### src/design/buck_fault_pkg.sv
// Purpose: Constants and types for the converter fault sequencer
// Assumes: 100 MHz system clock, APB register access
// Notes: Timing counts are in system clock cycles
// Function
// RULE1 - Entering hiccup turns both switches off and pulls the flag low
// RULE2 - Hiccup waits four soft-start periods, then starts a new soft-start
// RULE3 - Soft-start after hiccup arms only over-current detection
// RULE4 - External over-temperature high stops switching, both switches off
// RULE5 - External over-temperature clearing starts a new soft-start automatically
// RULE6 - Over-voltage held over 20 us sets fault: upper off, lower on, flag low
// RULE7 - Over-voltage fault keeps lower on until under-voltage, then hiccup
// RULE8 - Under-voltage held over 20 us sets fault and enters hiccup
// RULE9 - Low-side current trip ignored for 150 ns after lower switch turns on
// RULE10 - No limit resistor detected selects fixed 300 mV current threshold
// RULE11 - After current trip, upper stays off until trip clears, next cycle resumes
// RULE12 - Third consecutive over-current event enters hiccup
// RULE13 - Seven trip-free switching cycles clear the over-current event count
// RULE14 - Backup counter restarts on every current trip until third count
// RULE15 - Die over-temperature turns both switches off
// RULE16 - Die over-temperature clearing pulls compensation low and starts soft-start
// RULE17 - Flag released while output within limits and nothing else pulls it
// RULE18 - Flag low in soft-start and during any fault condition
// RULE19 - During any soft-start only over-current detection is active
// RULE20 - Fault blanking and hiccup wait timed by clock counters
// RULE21 - Comparator inputs synchronised; switching tick paces current counters
package buck_fault_pkg;

  // ==========================================================
  // Timing
  localparam int CLK_HZ = 100_000_000;
  localparam int CLK_MHZ = CLK_HZ / 1_000_000;
  localparam int OV_BLANK_NS = 20000;
  localparam int UV_BLANK_NS = 20000;
  localparam int LS_BLANK_NS = 150;
  localparam int SW_PERIOD_NS = 2000;
  localparam int OV_BLANK_CYC = (OV_BLANK_NS * CLK_MHZ + 999) / 1000;
  localparam int UV_BLANK_CYC = (UV_BLANK_NS * CLK_MHZ + 999) / 1000;
  localparam int LS_BLANK_CYC = (LS_BLANK_NS * CLK_MHZ + 999) / 1000;
  localparam int SW_PERIOD_CYC = (SW_PERIOD_NS * CLK_MHZ) / 1000;
  localparam int HICCUP_SS_MULT = 4;
  localparam int OC_TRIP_LIMIT = 3;
  localparam int OC_CLEAR_CYCLES = 7;

  // ==========================================================
  // Synchroniser bit positions
  localparam int SYNC_W = 7;
  localparam int SY_OV = 0;
  localparam int SY_UV = 1;
  localparam int SY_OC = 2;
  localparam int SY_EXT = 3;
  localparam int SY_DIE = 4;
  localparam int SY_RES = 5;
  localparam int SY_LSG = 6;

  // ==========================================================
  // Register map
  localparam logic [7:0] ADDR_CTRL = 8'h00;
  localparam logic [7:0] ADDR_SS_LEN = 8'h04;
  localparam logic [7:0] ADDR_STATUS = 8'h08;
  localparam logic [7:0] ADDR_FAULT = 8'h0c;
  localparam logic [7:0] ADDR_OC_CNT = 8'h10;
  localparam int CTRL_RUN_BIT = 0;
  localparam logic CTRL_RUN_RST = 1'b1;
  localparam logic [15:0] SS_LEN_RST = 16'h01f4;
  localparam int FLT_OV = 0;
  localparam int FLT_UV = 1;
  localparam int FLT_OC = 2;
  localparam int FLT_EXT = 3;
  localparam int FLT_DIE = 4;
  localparam int FLT_W = 5;
  localparam int STAT_STATE_LSB = 8;
  localparam int STAT_PG_BIT = 16;
  localparam int STAT_SKIP_BIT = 17;

  typedef enum logic [6:0] {
    ST_OFF = 7'h01,
    ST_SOFT = 7'h02,
    ST_RUN = 7'h04,
    ST_OV_DIS = 7'h08,
    ST_HICCUP = 7'h10,
    ST_EXT_OT = 7'h20,
    ST_DIE_OT = 7'h40
  } state_t;

endpackage

### src/design/buck_fault_hiccup_controller.sv
// Purpose: Fault sequencer with hiccup retry and low-side current limiting
// Assumes: Comparator results arrive asynchronous; lower gate state sensed
// Notes: Switching period derived from the system clock by a divider
//
// Design decisions made here: the register addresses and register access over APB.
`timescale 1ns/1ns
module buck_fault_hiccup_controller (
  input wire logic CLK_IN,
  input wire logic SYS_RST_IN,
  input wire logic FB_OV_IN,
  input wire logic FB_UV_IN,
  input wire logic LS_OC_IN,
  input wire logic EXT_OT_IN,
  input wire logic DIE_OT_IN,
  input wire logic LIMIT_RES_PRESENT_IN,
  input wire logic LS_GATE_IN,
  input wire logic PSEL_IN,
  input wire logic PENABLE_IN,
  input wire logic PWRITE_IN,
  input wire logic [7:0] PADDR_IN,
  input wire logic [31:0] PWDATA_IN,
  output logic [31:0] PRDATA_OUT,
  output logic PREADY_OUT,
  output logic PSLVERR_OUT,
  output logic UPPER_EN_OUT,
  output logic LOWER_EN_OUT,
  output logic LOWER_FORCE_OUT,
  output logic PG_OUT,
  output logic PG_OE_N_OUT,
  output logic COMP_PULL_OUT,
  output logic SS_ACTIVE_OUT,
  output logic THRESH_FIXED_OUT,
  output buck_fault_pkg::state_t STATE_OUT
);
  import buck_fault_pkg::*;

  // ==========================================================
  // Input synchronisers
  logic [SYNC_W-1:0] raw;
  logic [SYNC_W-1:0] s1_r;
  logic [SYNC_W-1:0] s2_r;
  logic [SYNC_W-1:0] s3_r;
  logic [SYNC_W-1:0] clean_r;

  assign raw = {LS_GATE_IN, LIMIT_RES_PRESENT_IN, DIE_OT_IN, EXT_OT_IN,
                LS_OC_IN, FB_UV_IN, FB_OV_IN};

  always_ff @(posedge CLK_IN) begin
    if (SYS_RST_IN) begin
      s1_r <= '0;
      s2_r <= '0;
      s3_r <= '0;
      clean_r <= '0;
    end else begin
      s1_r <= raw;
      s2_r <= s1_r;
      s3_r <= s2_r;
      // Change accepted once stages two and three agree
      clean_r <= (s2_r & s3_r) | (clean_r & (s2_r | s3_r)); // RULE21
    end
  end

  // ==========================================================
  // Switching-cycle tick
  logic [7:0] sw_div_r;
  logic tick_r;

  always_ff @(posedge CLK_IN) begin
    if (SYS_RST_IN) begin
      sw_div_r <= '0;
      tick_r <= 1'b0;
    end else if (sw_div_r == 8'(SW_PERIOD_CYC - 1)) begin
      sw_div_r <= '0;
      tick_r <= 1'b1; // RULE21
    end else begin
      sw_div_r <= sw_div_r + 8'h01;
      tick_r <= 1'b0;
    end
  end

  // ==========================================================
  // Registers
  logic ctrl_run_r;
  logic [15:0] ss_len_r;
  logic [FLT_W-1:0] fault_r;
  logic [FLT_W-1:0] fault_set;
  logic [FLT_W-1:0] fault_clr;
  logic apb_access;
  logic apb_wr;
  logic addr_ok;
  logic [31:0] rd_val;

  state_t state_r;
  state_t state_nxt;
  logic skip_r;
  logic [1:0] oc_cnt_r;
  logic [2:0] backup_r;
  logic pg_drive_r;

  assign apb_access = PSEL_IN & PENABLE_IN;
  assign apb_wr = apb_access & PREADY_OUT & PWRITE_IN & addr_ok;
  assign addr_ok = (PADDR_IN == ADDR_CTRL) || (PADDR_IN == ADDR_SS_LEN) ||
                   (PADDR_IN == ADDR_STATUS) || (PADDR_IN == ADDR_FAULT) ||
                   (PADDR_IN == ADDR_OC_CNT);
  assign fault_clr = (apb_wr && PADDR_IN == ADDR_FAULT) ? PWDATA_IN[FLT_W-1:0] : '0;

  always_comb begin
    rd_val = '0;
    case (PADDR_IN)
      ADDR_CTRL: rd_val[CTRL_RUN_BIT] = ctrl_run_r;
      ADDR_SS_LEN: rd_val[15:0] = ss_len_r;
      ADDR_STATUS: begin
        rd_val[SYNC_W-1:0] = clean_r;
        rd_val[STAT_STATE_LSB +: 7] = state_r;
        rd_val[STAT_PG_BIT] = ~pg_drive_r;
        rd_val[STAT_SKIP_BIT] = skip_r;
      end
      ADDR_FAULT: rd_val[FLT_W-1:0] = fault_r;
      ADDR_OC_CNT: rd_val[5:0] = {1'b0, backup_r, oc_cnt_r};
      default: rd_val = '0;
    endcase
  end

  // Answer one cycle into the access phase
  always_ff @(posedge CLK_IN) begin
    if (SYS_RST_IN) begin
      PREADY_OUT <= 1'b0;
      PRDATA_OUT <= '0;
      PSLVERR_OUT <= 1'b0;
    end else begin
      PREADY_OUT <= apb_access & ~PREADY_OUT;
      if (apb_access & ~PREADY_OUT) begin
        PRDATA_OUT <= PWRITE_IN ? 32'h0000_0000 : rd_val;
        PSLVERR_OUT <= ~addr_ok;
      end else begin
        PSLVERR_OUT <= 1'b0;
      end
    end
  end

  always_ff @(posedge CLK_IN) begin
    if (SYS_RST_IN) begin
      ctrl_run_r <= CTRL_RUN_RST;
      ss_len_r <= SS_LEN_RST;
    end else if (apb_wr && PADDR_IN == ADDR_CTRL) begin
      ctrl_run_r <= PWDATA_IN[CTRL_RUN_BIT];
    end else if (apb_wr && PADDR_IN == ADDR_SS_LEN) begin
      ss_len_r <= PWDATA_IN[15:0];
    end
  end

  // Sticky fault record, set wins over write-one-to-clear
  always_ff @(posedge CLK_IN) begin
    if (SYS_RST_IN) begin
      fault_r <= '0;
    end else begin
      fault_r <= fault_set | (fault_r & ~fault_clr);
    end
  end

  // ==========================================================
  // Low-side current blanking and trip
  logic ls_gate_d_r;
  logic [4:0] blank_cnt_r;
  logic blank_done;
  logic oc_armed;
  logic trip_now;
  logic cyc_trip_r;
  logic oc_event;
  logic oc_limit;
  logic backup_done;

  always_ff @(posedge CLK_IN) begin
    if (SYS_RST_IN) begin
      ls_gate_d_r <= 1'b0;
      blank_cnt_r <= '0;
    end else begin
      ls_gate_d_r <= clean_r[SY_LSG];
      if (clean_r[SY_LSG] & ~ls_gate_d_r) begin
        blank_cnt_r <= '0; // RULE9
      end else if (clean_r[SY_LSG] && blank_cnt_r != 5'(LS_BLANK_CYC)) begin
        blank_cnt_r <= blank_cnt_r + 5'h01;
      end
    end
  end

  assign blank_done = clean_r[SY_LSG] & ls_gate_d_r &
                      (blank_cnt_r == 5'(LS_BLANK_CYC)); // RULE9
  assign oc_armed = (state_r == ST_SOFT) || (state_r == ST_RUN); // RULE19
  assign trip_now = oc_armed & blank_done & clean_r[SY_OC];
  assign oc_event = trip_now & ~cyc_trip_r;
  assign oc_limit = oc_event && oc_cnt_r == 2'(OC_TRIP_LIMIT - 1); // RULE12
  assign backup_done = tick_r & ~cyc_trip_r &
                       (backup_r == 3'(OC_CLEAR_CYCLES - 1)); // RULE13

  always_ff @(posedge CLK_IN) begin
    if (SYS_RST_IN) begin
      cyc_trip_r <= 1'b0;
    end else begin
      cyc_trip_r <= trip_now | (cyc_trip_r & ~tick_r);
    end
  end

  // Upper held off until trip clears, released on a cycle boundary
  always_ff @(posedge CLK_IN) begin
    if (SYS_RST_IN) begin
      skip_r <= 1'b0;
    end else if (!oc_armed) begin
      skip_r <= 1'b0;
    end else if (trip_now) begin
      skip_r <= 1'b1; // RULE11
    end else if (tick_r & ~clean_r[SY_OC]) begin
      skip_r <= 1'b0; // RULE11
    end
  end

  always_ff @(posedge CLK_IN) begin
    if (SYS_RST_IN) begin
      oc_cnt_r <= '0;
    end else if (!oc_armed) begin
      oc_cnt_r <= '0;
    end else if (oc_event) begin
      if (oc_cnt_r != 2'(OC_TRIP_LIMIT)) begin
        oc_cnt_r <= oc_cnt_r + 2'h1; // RULE12
      end
    end else if (backup_done) begin
      oc_cnt_r <= '0; // RULE13
    end
  end

  always_ff @(posedge CLK_IN) begin
    if (SYS_RST_IN) begin
      backup_r <= '0;
    end else if (!oc_armed || oc_event) begin
      backup_r <= '0; // RULE14
    end else if (tick_r) begin
      if (cyc_trip_r || backup_done) begin
        backup_r <= '0;
      end else begin
        backup_r <= backup_r + 3'h1; // RULE13
      end
    end
  end

  // ==========================================================
  // Voltage fault blanking timers
  logic [11:0] ov_cnt_r;
  logic [11:0] uv_cnt_r;
  logic ov_fault;
  logic uv_fault;
  logic in_run;

  assign in_run = (state_r == ST_RUN); // RULE3
  assign ov_fault = in_run & clean_r[SY_OV] & (ov_cnt_r == 12'(OV_BLANK_CYC)); // RULE6
  assign uv_fault = in_run & clean_r[SY_UV] & (uv_cnt_r == 12'(UV_BLANK_CYC)); // RULE8

  always_ff @(posedge CLK_IN) begin
    if (SYS_RST_IN) begin
      ov_cnt_r <= '0;
    end else if (!(in_run & clean_r[SY_OV])) begin
      ov_cnt_r <= '0;
    end else if (ov_cnt_r != 12'(OV_BLANK_CYC)) begin
      ov_cnt_r <= ov_cnt_r + 12'h001; // RULE20
    end
  end

  always_ff @(posedge CLK_IN) begin
    if (SYS_RST_IN) begin
      uv_cnt_r <= '0;
    end else if (!(in_run & clean_r[SY_UV])) begin
      uv_cnt_r <= '0;
    end else if (uv_cnt_r != 12'(UV_BLANK_CYC)) begin
      uv_cnt_r <= uv_cnt_r + 12'h001; // RULE20
    end
  end

  // ==========================================================
  // Sequencer
  logic [17:0] seq_cnt_r;
  logic ss_end;
  logic hiccup_end;

  assign ss_end = seq_cnt_r >= {2'b00, ss_len_r};
  assign hiccup_end = seq_cnt_r >= 18'({2'b00, ss_len_r} * 18'(HICCUP_SS_MULT)); // RULE2

  always_comb begin
    state_nxt = state_r;
    fault_set = '0;
    if (!ctrl_run_r) begin
      state_nxt = ST_OFF;
    end else begin
      case (state_r)
        ST_OFF: state_nxt = ST_SOFT;
        ST_SOFT: begin
          if (oc_limit) begin
            state_nxt = ST_HICCUP; // RULE3
            fault_set[FLT_OC] = 1'b1;
          end else if (ss_end) begin
            state_nxt = ST_RUN;
          end
        end
        ST_RUN: begin
          if (clean_r[SY_DIE]) begin
            state_nxt = ST_DIE_OT; // RULE15
            fault_set[FLT_DIE] = 1'b1;
          end else if (clean_r[SY_EXT]) begin
            state_nxt = ST_EXT_OT; // RULE4
            fault_set[FLT_EXT] = 1'b1;
          end else if (ov_fault) begin
            state_nxt = ST_OV_DIS; // RULE6
            fault_set[FLT_OV] = 1'b1;
          end else if (uv_fault) begin
            state_nxt = ST_HICCUP; // RULE8
            fault_set[FLT_UV] = 1'b1;
          end else if (oc_limit) begin
            state_nxt = ST_HICCUP; // RULE12
            fault_set[FLT_OC] = 1'b1;
          end
        end
        ST_OV_DIS: begin
          if (clean_r[SY_UV]) begin
            state_nxt = ST_HICCUP; // RULE7
          end
        end
        ST_HICCUP: begin
          if (hiccup_end) begin
            state_nxt = ST_SOFT; // RULE2
          end
        end
        ST_EXT_OT: begin
          if (!clean_r[SY_EXT]) begin
            state_nxt = ST_SOFT; // RULE5
          end
        end
        ST_DIE_OT: begin
          if (!clean_r[SY_DIE]) begin
            state_nxt = ST_SOFT; // RULE16
          end
        end
        default: state_nxt = ST_OFF;
      endcase
    end
  end

  always_ff @(posedge CLK_IN) begin
    if (SYS_RST_IN) begin
      state_r <= ST_OFF;
    end else begin
      state_r <= state_nxt;
    end
  end

  // Ticks spent in soft-start or hiccup wait
  always_ff @(posedge CLK_IN) begin
    if (SYS_RST_IN || state_nxt != state_r) begin
      seq_cnt_r <= '0;
    end else if (tick_r && seq_cnt_r != 18'h3ffff) begin
      seq_cnt_r <= seq_cnt_r + 18'h00001; // RULE20
    end
  end

  // ==========================================================
  // Outputs
  always_ff @(posedge CLK_IN) begin
    if (SYS_RST_IN) begin
      UPPER_EN_OUT <= 1'b0;
      LOWER_EN_OUT <= 1'b0;
      LOWER_FORCE_OUT <= 1'b0;
      PG_OUT <= 1'b0;
      pg_drive_r <= 1'b1;
      PG_OE_N_OUT <= 1'b0;
      COMP_PULL_OUT <= 1'b0;
      SS_ACTIVE_OUT <= 1'b0;
      THRESH_FIXED_OUT <= 1'b0;
      STATE_OUT <= ST_OFF;
    end else begin
      UPPER_EN_OUT <= oc_armed & ~skip_r & ~trip_now; // RULE1 RULE11
      LOWER_EN_OUT <= oc_armed | (state_r == ST_OV_DIS); // RULE1 RULE4 RULE15
      LOWER_FORCE_OUT <= (state_r == ST_OV_DIS); // RULE6
      PG_OUT <= 1'b0;
      pg_drive_r <= !(in_run & ~clean_r[SY_OV] & ~clean_r[SY_UV] & ~skip_r &
                      ~clean_r[SY_EXT] & ~clean_r[SY_DIE]); // RULE18
      PG_OE_N_OUT <= !(in_run & ~clean_r[SY_OV] & ~clean_r[SY_UV] & ~skip_r &
                       ~clean_r[SY_EXT] & ~clean_r[SY_DIE]) ? 1'b0 : 1'b1; // RULE17
      COMP_PULL_OUT <= (state_r == ST_DIE_OT) |
                       ((state_r == ST_SOFT) & (seq_cnt_r == 18'h00000)); // RULE16
      SS_ACTIVE_OUT <= (state_r == ST_SOFT);
      THRESH_FIXED_OUT <= ~clean_r[SY_RES]; // RULE10
      STATE_OUT <= state_r;
    end
  end

endmodule

### config.mk
export PLATFORM = sky130hd
export DESIGN_NAME = buck_fault_hiccup_controller
export DESIGN_NICKNAME = d
export VERILOG_FILES = /design/src/design/buck_fault_pkg.sv /design/src/design/buck_fault_hiccup_controller.sv
export SDC_FILE = /design/constraint.sdc
export NUM_CORES = 1
export LEC_CHECK = 0
export ABC_AREA = 1
export BUFFER_PORTS_ARGS = -buffer_cell sky130_fd_sc_hd__buf_2
export CAP_MARGIN = 40
export CORE_UTILIZATION = 51
export DETAILED_ROUTE_END_ITERATION = 10
export HOLD_SLACK_MARGIN = 0.02
export PLACE_DENSITY_LB_ADDON = 0.05
export SETUP_SLACK_MARGIN = 0.02
export SLEW_MARGIN = 20
export SYNTH_ARGS = -nofsm -noshare
export SYNTH_HDL_FRONTEND = slang
export SYNTH_SLANG_ARGS = --single-unit
### constraint.sdc
create_clock -name CLK_IN -period 3.1 [get_ports CLK_IN]
set_input_delay 0.62 -clock CLK_IN [delete_from_list [all_inputs] [get_ports CLK_IN]]
set_output_delay 0.62 -clock CLK_IN [all_outputs]
set_load 0.1 [all_outputs]
==> metrics.md, run 1 <==
| Metric | Value |
|---|---|
| GPL Wtd Cong | 0.895 |
| Ys Warns | 0 |
| # Post-CTS Setup Buffers | 0 |
| Leak | 3.90 nW |
| Post-synth top cells | nand2_1 (192), inv_1 (168), dfxtp_1 (156), nor2_1 (142), a21oi_1 (80) |
| Core Util, Final | 0.612 |
| H-tree Lvls | 4 |
| Initial Util | 0.531 |
| Max-Cap Viols | 0 |
| Clock skew | 7.84 ps |
| Vias in the first global route | about 6300 |
| Fin crit period | about 2600 ps |
| XOR/XNOR Fraction of Synth Area | 0.0201 |
| Final #Nets | 1250 |
| CP endpoint kind | register |
| Slew Limit Fails | 0 |
| Die ar. | 0.0159 mm2 |
| R2R cell count | 17 |
| Initial antenna violation count | 0 |
| Fmax | between 300 and 400 MHz |
| Cts repair resizes | 0 |
| Final period utilization | 0.832 |
| DRT Pass-1 Iters | 5 |
| Die Height | 126 um |
| Dpl cells | between 1000 and 1500 |
| WL final | ~18 mm |
| Die width | 126 um |
| Clock transition at path regs | 60 ps |
| Netlist cell types | 46 |
| Critical Path Start | blank_cnt_r[0] |
| Final hold vios | 0 |
| Compound-Gate Fraction of Synth Area | 0.121 |
| GRT busiest layer | met2 |
| CTS Buf Count | 17 |
| Largest net degree at the start of global routing | 43 |
| Worst Path Max Fanout | 18 |
| Main combinational cell family by area after synthesis | simple AND/OR/NAND/NOR gates |
| TritonCTS clock tree | built |
| Port bufs | approximately 70 |
| Number of synthesized register bits | about 160 |
| Critical R2R Capture | seq_cnt_r[0] |
| RSZ-0062 raised after global routing | false |
| Critical Path End | seq_cnt_r[0] |
| Met1 GRT Util | 0.327 |
| Ys async rst share | 0 |
| Multiplexer share of the synthesized area | 0.00128 |
| Post-Synth Adder-Cell Area | 0.0719 |
| Routed Antenna Nets | 0 |
| Routed WL per cell | 13.7 um |
| Count of final setup violators | 0 |
| Worst-skew pair later-pin latency | 430 ps |
| Origin of the critical flop-to-flop path | blank_cnt_r[0] |
| CTS Hold Bufs | 0 |
| Setup TNS | 0 ps |
| Slew headroom | 0.619 |
| Crit path required time | 3450 ps |
| Least-Margin Pin Slew | 565 ps |
| Grt total ovfl | 0 |
| Root buffer cell | clkbuf_16 |
| CTS Sinks | 156 |
| Met2 GRT Util | 0.395 |
| WHS | 392 ps |
| VDD IR-drop max | a little under 0.0004 V |
| Avg Cell Area, Syn | 7.29 um2 |
| Synth area leaders | dfxtp_1 (40%), nand2_1 (9.2%), inv_1 (8.1%), ha_1 (7.2%), nor2_1 (6.8%) |
| DR vias | approximately 6900 |
| Detailed Route Iter0 Violations | 407 |
| Final std cells w/o fill | 1350 |
| GRT Total Usage | 0.245 |
| Status | finished clean |
| Most used DFF post-synth | dfxtp_1 |
| Power Total | between 4 and 5 mW |
| CORE AREA | between 0.01 and 0.015 mm2 |
| Vias per cell | 5.10 |
| Sequential fraction of the synthesis area | 0.399 |
| Share of cells above drive strength 1 | 0.134 |
| CP Launch Type | register |
| Post-detail-place hpwl | 13.9 mm |
| CTS max path bufs | 2 |
| WS Path Type | reg -> reg |
| Synth Cell Area | 0.00783 mm2 |
| First-pass GRT wire length | 30.7 mm |
| Post-Synthesis Cells | 1075 |
| Worst reg2reg setup slack | 520 ps |
| Area Overhead vs Synth | 15.4% |
| Hold/Removal Path Class | in -> reg |
| Cell Pwr Density | 525 mW/mm2 |
| Count leader, synth | nand2_1 |
| Post-route DRC | 0 |
| Ant diodes | 0 |
| GRT met3 Usage | 0.0497 |
| Cell row count | 44 |
| Yosys top cell area share | 0.399 |
| Yosys top cell by area | dfxtp_1 |
| I/O Pins | 101 |
| Synth Area in Simple Gates | 0.277 |
| Worst EP arrival | slightly below 3000 ps |
| Post-synth EDFFs | 0 |
state kept, by name (all words and copies together) (netlist names), 2 cells and up:
signal       cells
PRDATA_OUT      18
seq_cnt_r       18
ss_len_r        16
ov_cnt_r        12
uv_cnt_r        12
sw_div_r         8
STATE_OUT        7
clean_r          7
s1_r             7
s2_r             7
s3_r             7
state_r          7
blank_cnt_r      5
fault_r          5
backup_r         3
oc_cnt_r         2
logic make-up (layout without fill, tap and decap cells):
family,after synthesis,count (layout)
xor+xnor,18,18
flops,156,156
simple gates,478,478
compound gates,166,166
fa+ha+maj,45,45
mux,1,1
other cells,1,15
buf+inv,210,287
where the power goes:
| part | total (mW) | leakage [nW] | internal [mW] | switching (mW) |
|---|---|---|---|---|
| logic | 0.309 | 2.32 | 0.0609 | 0.248 |
| registers | 2.04 | 1.26 | 2.03 | 0.0147 |
| clock network | 2.39 | 0.320 | 1.54 | 0.853 |
| total | 4.74 | 3.90 | 3.63 | 1.12 |
worst min-delay path by stage:
| stage | from | end | slack [ps] | cells after the start |
|---|---|---|---|---|
| after floorplan | s1_r[0] | s2_r[0] | 390 | 2 |
| after global placement | s1_r[5] | s2_r[5] | 390 | 2 |
| after detailed placement | s1_r[5] | s2_r[5] | 390 | 2 |
| after CTS | LS_GATE_IN | s1_r[6] | 380 | 3 |
| after global routing | DIE_OT_IN | s1_r[4] | 390 | 3 |
| final | LS_OC_IN | s1_r[2] | 390 | 3 |
cells in the final DEF (no fill, tap or decap), drive strengths merged:
cell type,count
a32oi,10
clkinv,5
a21oi,80
o31ai,1
bufinv,6
a211oi,2
o2111ai,4
o21bai,2
nand3b,4
clkinvlp,3
inv,173
dfxtp,156
nor2,163
nor3b,5
a21o,2
o211ai,10
o21a,3
ha,45
o22ai,1
nor4,7
nor3,29
buf,81
o311ai,1
mux2i,1
a22oi,2
clkbuf,19
xor2,18
o211a,1
conb,15
or2,3
nand4,17
o21ai,47
nand2,200
or4,2
nand3,48
metrics by stage:
step	worst slack, ps	cell area (um2)
after floorplan	867	7890
after global placement	616	8360
after detailed placement	505	8360
after CTS	487	9040
after global routing	247	9040
final	522	9040
routing by layer:
metal | share of wire | wire [um]
met1 | 0.48 | 8860
met3 | 0.046 | 856
met2 | 0.46 | 8450
met4 | 0.016 | 301
met5 | 0 | 0
layout make-up:
cell class	count	area, um2
repair buffers	81	435
clock inverters	13	238
well taps	184	230
multi-input cells	723	3910
inverters	174	653
fillers	1406	5720
clock buffers	19	443
flip-flops and latches	156	3120
worst max-delay path, stage by stage (launching register included):
cell      delay [ps]
dfxtp_1          360
ha_1             180
inv_1             50
nor3_1           140
ha_1             190
nand2_1           60
nor2_1            80
buf_4            150
nand4_4          150
clkinv_1          90
nand2_1           50
nand3_1           90
nand2_1           70
nand2_1           80
nand3_1          100
nor2_2           140
nand3_4          300
nor2_1           200
Power figures use the tool's default switching activity.
==> run 2: changes to the inputs <==
clock period = 2.6 ns   (was 3.1 ns; I/O delays follow)
==> run 2 against run 1 <==
Effect of this change: flip-flop and latch count stayed put; clock power is 16% higher; via count is 0.65% higher; first-iteration DRC count is 1.5% higher; cell count is 0.81% higher; utilization is 0.63 points higher; critical endpoint is now seq_cnt_r[1]; largest power group unchanged.
==> metrics.md, run 2 (synthesized netlist as in run 1, its figures left out) <==
| Metric | Value |
|---|---|
| Cell area after layout | 0.00913 mm2 (was 0.00904 mm2) |
| Clock transition at path regs | 70 ps (was 60 ps) |
| Slew headroom | 0.608 (was 0.619) |
| Die ar. | 0.0159 mm2 (unchanged) |
| CTS max path bufs | 2 (unchanged) |
| Hold/Removal Path Class | in -> reg (unchanged) |
| Count of final setup violators | 0 (unchanged) |
| Cell row count | 44 (unchanged) |
| First-pass GRT wire length | 31.2 mm (was 30.7 mm) |
| Final hold vios | 0 (unchanged) |
| CTS Sinks | 156 (unchanged) |
| Die width | 126 um (unchanged) |
| Ant diodes | 0 (unchanged) |
| GRT Total Usage | 0.251 (was 0.245) |
| Placed inst area | 0.00845 mm2 (was 0.00836 mm2) |
| DRT Pass-1 Iters | 6 (was 5) |
| Port bufs | 69 (unchanged) |
| Post-route DRC | 0 (unchanged) |
| Leak | 3.96 nW (was 3.90 nW) |
| DR vias | 6935 (was 6890) |
| Initial antenna violation count | 0 (unchanged) |
| Vias in the first global route | 6390 (was 6343) |
| RSZ-0062 raised after global routing | true (was false) |
| Core Util, Final | 0.619 (was 0.612) |
| Final #Nets | 1261 (was 1250) |
| Status | finished clean (unchanged) |
| Fmax | 419 MHz (was 388 MHz) |
| WL final | 18.8 mm (was 18.5 mm) |
| Crit path required time | 2970 ps (was 3450 ps) |
| Worst-skew pair later-pin latency | 430 ps (about the same) |
| Setup ws final | 214 ps (was 522 ps) |
| Root buffer cell | clkbuf_16 (unchanged) |
| Max-Cap Viols | 0 (unchanged) |
| Most frequent cells in the layout | nand2_1 (192), inv_1 (168), dfxtp_1 (153) (was nand2_1 (192), inv_1 (168), dfxtp_1 (156)) |
| Fillers | 1387 (was 1406) |
| Biggest regs | PRDATA_OUT (18), seq_cnt_r (18), ss_len_r (16) (unchanged) |
| Worst Path Max Fanout | 18 (unchanged) |
| Cell Pwr Density | 612 mW/mm2 (was 525 mW/mm2) |
| CP Launch Type | register (unchanged) |
| Vias per cell | 5.10 (about the same) |
| Slew Limit Fails | 0 (unchanged) |
| Worst EP arrival | 2760 ps (was 2920 ps) |
| Clock skew | 8.35 ps (was 7.84 ps) |
| Largest net degree at the start of global routing | 41 (was 43) |
| CP endpoint kind | register (unchanged) |
| Least-Margin Pin Slew | 582 ps (was 565 ps) |
| Storage cell area | 0.00313 mm2 (was 0.00312 mm2) |
| VDD IR-drop max | 0.000504 V (was 0.000392 V) |
| GPL Wtd Cong | 0.892 (was 0.895) |
| Area Overhead vs Synth | 16.5% (was 15.4%) |
| Initial Util | 0.531 (unchanged) |
| Pre-CTS setup slack | 172 ps (was 505 ps) |
| Routed Antenna Nets | 0 (unchanged) |
| Die Height | 126 um (unchanged) |
| Area of the multi-input gates | 0.00393 mm2 (was 0.00391 mm2) |
| Detailed Route Iter0 Violations | 413 (was 407) |
| # Post-CTS Setup Buffers | 0 (unchanged) |
| Post-detail-place hpwl | 14.1 mm (was 13.9 mm) |
| WS Path Type | reg -> reg (unchanged) |
| TritonCTS clock tree | built (unchanged) |
| H-tree Lvls | 4 (unchanged) |
| Share of cells above drive strength 1 | 0.148 (was 0.134) |
| Grt total ovfl | 0 (unchanged) |
| Final period utilization | 0.918 (was 0.832) |
| I/O Pins | 101 (unchanged) |
| Routed WL per cell | 13.8 um (was 13.7 um) |
| Setup TNS | 0 ps (unchanged) |
| CTS Buf Count | 17 (unchanged) |
| Most common cell after layout, fill and taps aside | nand2_1 (unchanged) |
| Fin crit period | 2390 ps (was 2580 ps) |
| CORE AREA | 0.0148 mm2 (unchanged) |
| WHS | 282 ps (was 392 ps) |
[run 2: cell count changes in the layout (fill, tap and decap cells not counted), sizes merged]
cell      change
clkinvlp      -1
bufinv        -1
buf          +11
clkinv        +2
[run 2: critical path, cell delays in order (launching register included)]
cell     delay [ps]
dfxtp_1         330
inv_1            80
ha_1            320
a21o_1          180
nor2_1          130
nand2_1         110
nor2_1          190
nand3_1         100
nand3_1         110
nand2_1          70
nand2_1          80
nand3_1          90
nor2_2          170
nand3_4          90
buf_12          170
nor2_1           90
[run 2: power breakdown]
group | switching [mW] | total (mW) | internal [mW] | leakage, nW
clock | 1.04 | 2.77 | 1.74 | 0.314
combinational | 0.300 | 0.381 | 0.0810 | 2.38
sequential | 0.0182 | 2.44 | 2.42 | 1.26
total | 1.35 | 5.59 | 4.23 | 3.96
[run 2: path summary, 6_finish.rpt]
check                        from           end  slack, ps  cells past startpoint
max                  ss_len_r[15]  seq_cnt_r[1]        210                     15
min          LIMIT_RES_PRESENT_IN       s1_r[5]        280                      3
max reg2reg          ss_len_r[15]  seq_cnt_r[1]        210                     15
min reg2reg               s1_r[4]       s2_r[4]        410                      2
[run 2: routing by layer]
layer	part of all wire	vias to the layer above	global-route usage
li1	-	3622	-
met1	0.48	3104	0.340
met2	0.45	184	0.402
met3	0.054	25	0.0493
met4	0.015	0	0.0836
met5	0	-	0
[run 2: what timing repair did]
action / CTS / global route
endpoints found under the setup margin: 0 / 19
hold buffers: 0 / 0
resized for setup: 0 / 8
[run 2: final cells by class]
type	count	area share
multi-input combinational	723	0.431
sequential	156	0.343
inverter	174	0.0715
timing repair buffer	92	0.0581
clock buffer	19	0.0485
tap	184	0.0252
clock inverter	13	0.0234
[run 2: through the flow]
step / total power [mW] / cells
2_1_floorplan: 2.79 / 1089
3_3_place_gp: 2.87 / 1329
3_5_place_dp: 2.87 / 1329
4_1_cts: 5.63 / 1361
5_1_grt: 5.78 / 1361
6_report: 5.59 / 1361
==> run 3: changes to the inputs <==
--- a/config.mk
+++ b/config.mk
@@ -10,2 +10,3 @@
 export CAP_MARGIN = 40
+export CORE_MARGIN = 4
 export CORE_UTILIZATION = 51
==> constraint.sdc (replaced) <==
create_clock -name CLK_IN -period 2.6 [get_ports CLK_IN]
set_input_delay 0.26 -clock CLK_IN [delete_from_list [all_inputs] [get_ports CLK_IN]]
set_output_delay 0.26 -clock CLK_IN [all_outputs]
set_load 0.1 [all_outputs]
==> run 3 against run 2 <==
Effect of this change: critical path depth stayed put; clock-buffer cell count up 4; cell count grew 0.44%; via count is 0.52% lower; global-route usage is 3.0 points lower; register-to-register slack gained 70 ps; flip-flop and latch count did not move; sequential power is essentially flat; fmax is 3.2% higher.
==> metrics.md, run 3 (synthesized netlist as in run 1, its figures left out) <==
| Metric | Value |
|---|---|
| WS Path Type | reg -> reg (unchanged) |
| Vias in the first global route | 6438 (was 6390) |
| Biggest regs | PRDATA_OUT (18), seq_cnt_r (18), ss_len_r (16) (unchanged) |
| Fmax | 433 MHz (was 419 MHz) |
| Slew headroom | 0.570 (was 0.608) |
| Port bufs | 69 (unchanged) |
| Leak | 3.94 nW (was 3.96 nW) |
| Fin crit period | 2310 ps (was 2390 ps) |
| Origin of the critical flop-to-flop path | ss_len_r[15] (unchanged) |
| WL final | 19.1 mm (was 18.8 mm) |
| Least-Margin Pin Slew | 644 ps (was 582 ps) |
| Critical-path cell list | inv_1 -> ha_1 -> a21o_1 -> nor2_1 -> nand2_1 -> nor2_2 -> nand3_1 -> nand3_1 -> nand2_1 -> nand2_1 -> nand3_1 -> nor2_2 -> nand3_4 -> buf_12 -> nor2_1 (was inv_1 -> ha_1 -> a21o_1 -> nor2_1 -> nand2_1 -> nor2_1 -> nand3_1 -> nand3_1 -> nand2_1 -> nand2_1 -> nand3_1 -> nor2_2 -> nand3_4 -> buf_12 -> nor2_1) |
| Count of final setup violators | 0 (unchanged) |
| Largest net degree at the start of global routing | 28 (was 41) |
| Routed WL per cell | 13.9 um (was 13.8 um) |
| Die ar. | 0.0174 mm2 (was 0.0159 mm2) |
| Cell row count | 45 (was 44) |
| Hold/Removal Path Class | in -> reg (unchanged) |
| Vias per cell | 5.05 (was 5.10) |
| CTS max path bufs | 2 (unchanged) |
| Worst path bufs/invs | 2 (unchanged) |
| Post-detail-place hpwl | 14.4 mm (was 14.1 mm) |
| Final hold vios | 0 (unchanged) |
| Placed inst area | 0.00847 mm2 (was 0.00845 mm2) |
| R2R cell count | 15 (unchanged) |
| CTS Sinks | 156 (unchanged) |
| Cell Pwr Density | 591 mW/mm2 (was 612 mW/mm2) |
| Initial antenna violation count | 0 (unchanged) |
| Fillers | 1463 (was 1387) |
| Status | finished clean (unchanged) |
| CP endpoint kind | register (unchanged) |
| I/O Pins | 101 (unchanged) |
| Initial Util | 0.517 (was 0.531) |
| Core Util, Final | 0.600 (was 0.619) |
| Cell area after layout | 0.00909 mm2 (was 0.00913 mm2) |
| Dpl cells | 1335 (was 1329) |
| Root buffer cell | clkbuf_16 (unchanged) |
| CORE AREA | 0.0151 mm2 (was 0.0148 mm2) |
| Max-Cap Viols | 0 (unchanged) |
| Slew Limit Fails | 0 (unchanged) |
| Top Family by Delay on Critical Path | simple AND/OR/NAND/NOR gates (unchanged) |
| # Post-CTS Setup Buffers | 0 (unchanged) |
| Worst-skew pair later-pin latency | 420 ps (was 430 ps) |
| Final #Nets | 1263 (was 1261) |
| Routed Antenna Nets | 0 (unchanged) |
| Setup TNS | 0 ps (unchanged) |
| Post-route DRC | 0 (unchanged) |
| RSZ-0062 raised after global routing | false (was true) |
| DR vias | 6899 (was 6935) |
| First-pass GRT wire length | 31.4 mm (was 31.2 mm) |
| CP Launch Type | register (unchanged) |
| Clock transition at path regs | 70 ps (about the same) |
| Critical path depth | 15 (unchanged) |
| Critical R2R Capture | seq_cnt_r[7] (was seq_cnt_r[1]) |
| CTS Hold Bufs | 0 (unchanged) |
| CTS Buf Count | 17 (unchanged) |
| CP peak stage delay | 330 ps (about the same) |
| Critical Path End | seq_cnt_r[7] (was seq_cnt_r[1]) |
| Area Overhead vs Synth | 16.1% (was 16.5%) |
| Grt total ovfl | 0 (unchanged) |
| Worst Path Max Fanout | 18 (unchanged) |
| Final period utilization | 0.889 (was 0.918) |
| Critical Path Slowest Stage Cell | dfxtp_1 (unchanged) |
| Die width | 132 um (was 126 um) |
| Final std cells w/o fill | 1367 (was 1361) |
| Clock skew | 12.1 ps (was 8.35 ps) |
| Most frequent cells in the layout | nand2_1 (191), inv_1 (168), dfxtp_1 (155) (was nand2_1 (192), inv_1 (168), dfxtp_1 (153)) |
| Die Height | 132 um (was 126 um) |
| Power Total | 5.37 mW (was 5.59 mW) |
| Worst reg2reg setup slack | 290 ps (was 210 ps) |
| Worst EP arrival | 2670 ps (was 2760 ps) |
| Critical Path Start | ss_len_r[15] (unchanged) |
| Most common cell after layout, fill and taps aside | nand2_1 (unchanged) |
| Detailed Route Iter0 Violations | 451 (was 413) |
| Crit path required time | 2960 ps (was 2970 ps) |
| VDD IR-drop max | 0.000468 V (was 0.000504 V) |
| TritonCTS clock tree | built (unchanged) |
| H-tree Lvls | 4 (unchanged) |
| GRT Total Usage | 0.221 (was 0.251) |
| DRT Pass-1 Iters | 5 (was 6) |
| Ant diodes | 0 (unchanged) |
| GPL Wtd Cong | 0.895 (was 0.892) |
| Share of cells above drive strength 1 | 0.146 (was 0.148) |
-- run 3: changes by cell type in the layout (fill, tap and decap cells not counted), sizes merged --
cell / delta
clkbuf: +4
clkinv: -3
buf: +2
bufinv: -2
clkinvlp: +1
-- run 3: cell type report --
cell class | count | area [um2] | area share
Clock inverter | 9 | 135 | 0.0149
Clock buffer | 23 | 468 | 0.0515
Multi-Input combinational cell | 723 | 3930 | 0.433
Tap cell | 188 | 235 | 0.0259
Sequential cell | 156 | 3120 | 0.344
Timing Repair Buffer | 94 | 546 | 0.0600
Inverter | 174 | 653 | 0.0718
-- run 3: worst min-delay path by stage --
stage / startpoint / endpoint / slack [ps] / cells past startpoint
3_3_place_gp: s1_r[1] / s2_r[1] / 390 / 2
3_5_place_dp: s1_r[1] / s2_r[1] / 400 / 2
5_1_grt: EXT_OT_IN / s1_r[3] / 30 / 3
2_1_floorplan: FB_OV_IN / s1_r[0] / 370 / 2
4_1_cts: LS_OC_IN / s1_r[2] / 30 / 3
6_report: EXT_OT_IN / s1_r[3] / 40 / 3
-- run 3: worst min-delay path: stages --
cell    delay, ps
buf_2          70
inv_1          30
nor2_1         60
-- run 3: stage by stage --
stage / setup WS (ps) / hold WS [ps]
2_1_floorplan: 367 / 367
5_1_grt: 18.4 / 32.8
3_3_place_gp: 263 / 392
6_report: 289 / 39.3
4_1_cts: 183 / 25.0
3_5_place_dp: 185 / 396
-- run 3: power breakdown --
group | switching [mW] | total [mW] | internal, mW
registers | 0.0180 | 2.44 | 2.42
clock network | 0.993 | 2.56 | 1.57
logic | 0.299 | 0.379 | 0.0802
total | 1.31 | 5.37 | 4.06
-- run 3: routing by layer --
| layer | wire length, um | track usage |
|---|---|---|
| met3 | 886 | 0.0481 |
| met2 | 8720 | 0.362 |
| met4 | 280 | 0.0548 |
| met1 | 9180 | 0.299 |
| met5 | 0 | 0 |
-- run 3: repair_timing --
item	4_1_cts	5_1_grt
endpoints found under the hold margin	0	0
endpoints found under the setup margin	0	18
gates resized for setup	0	8
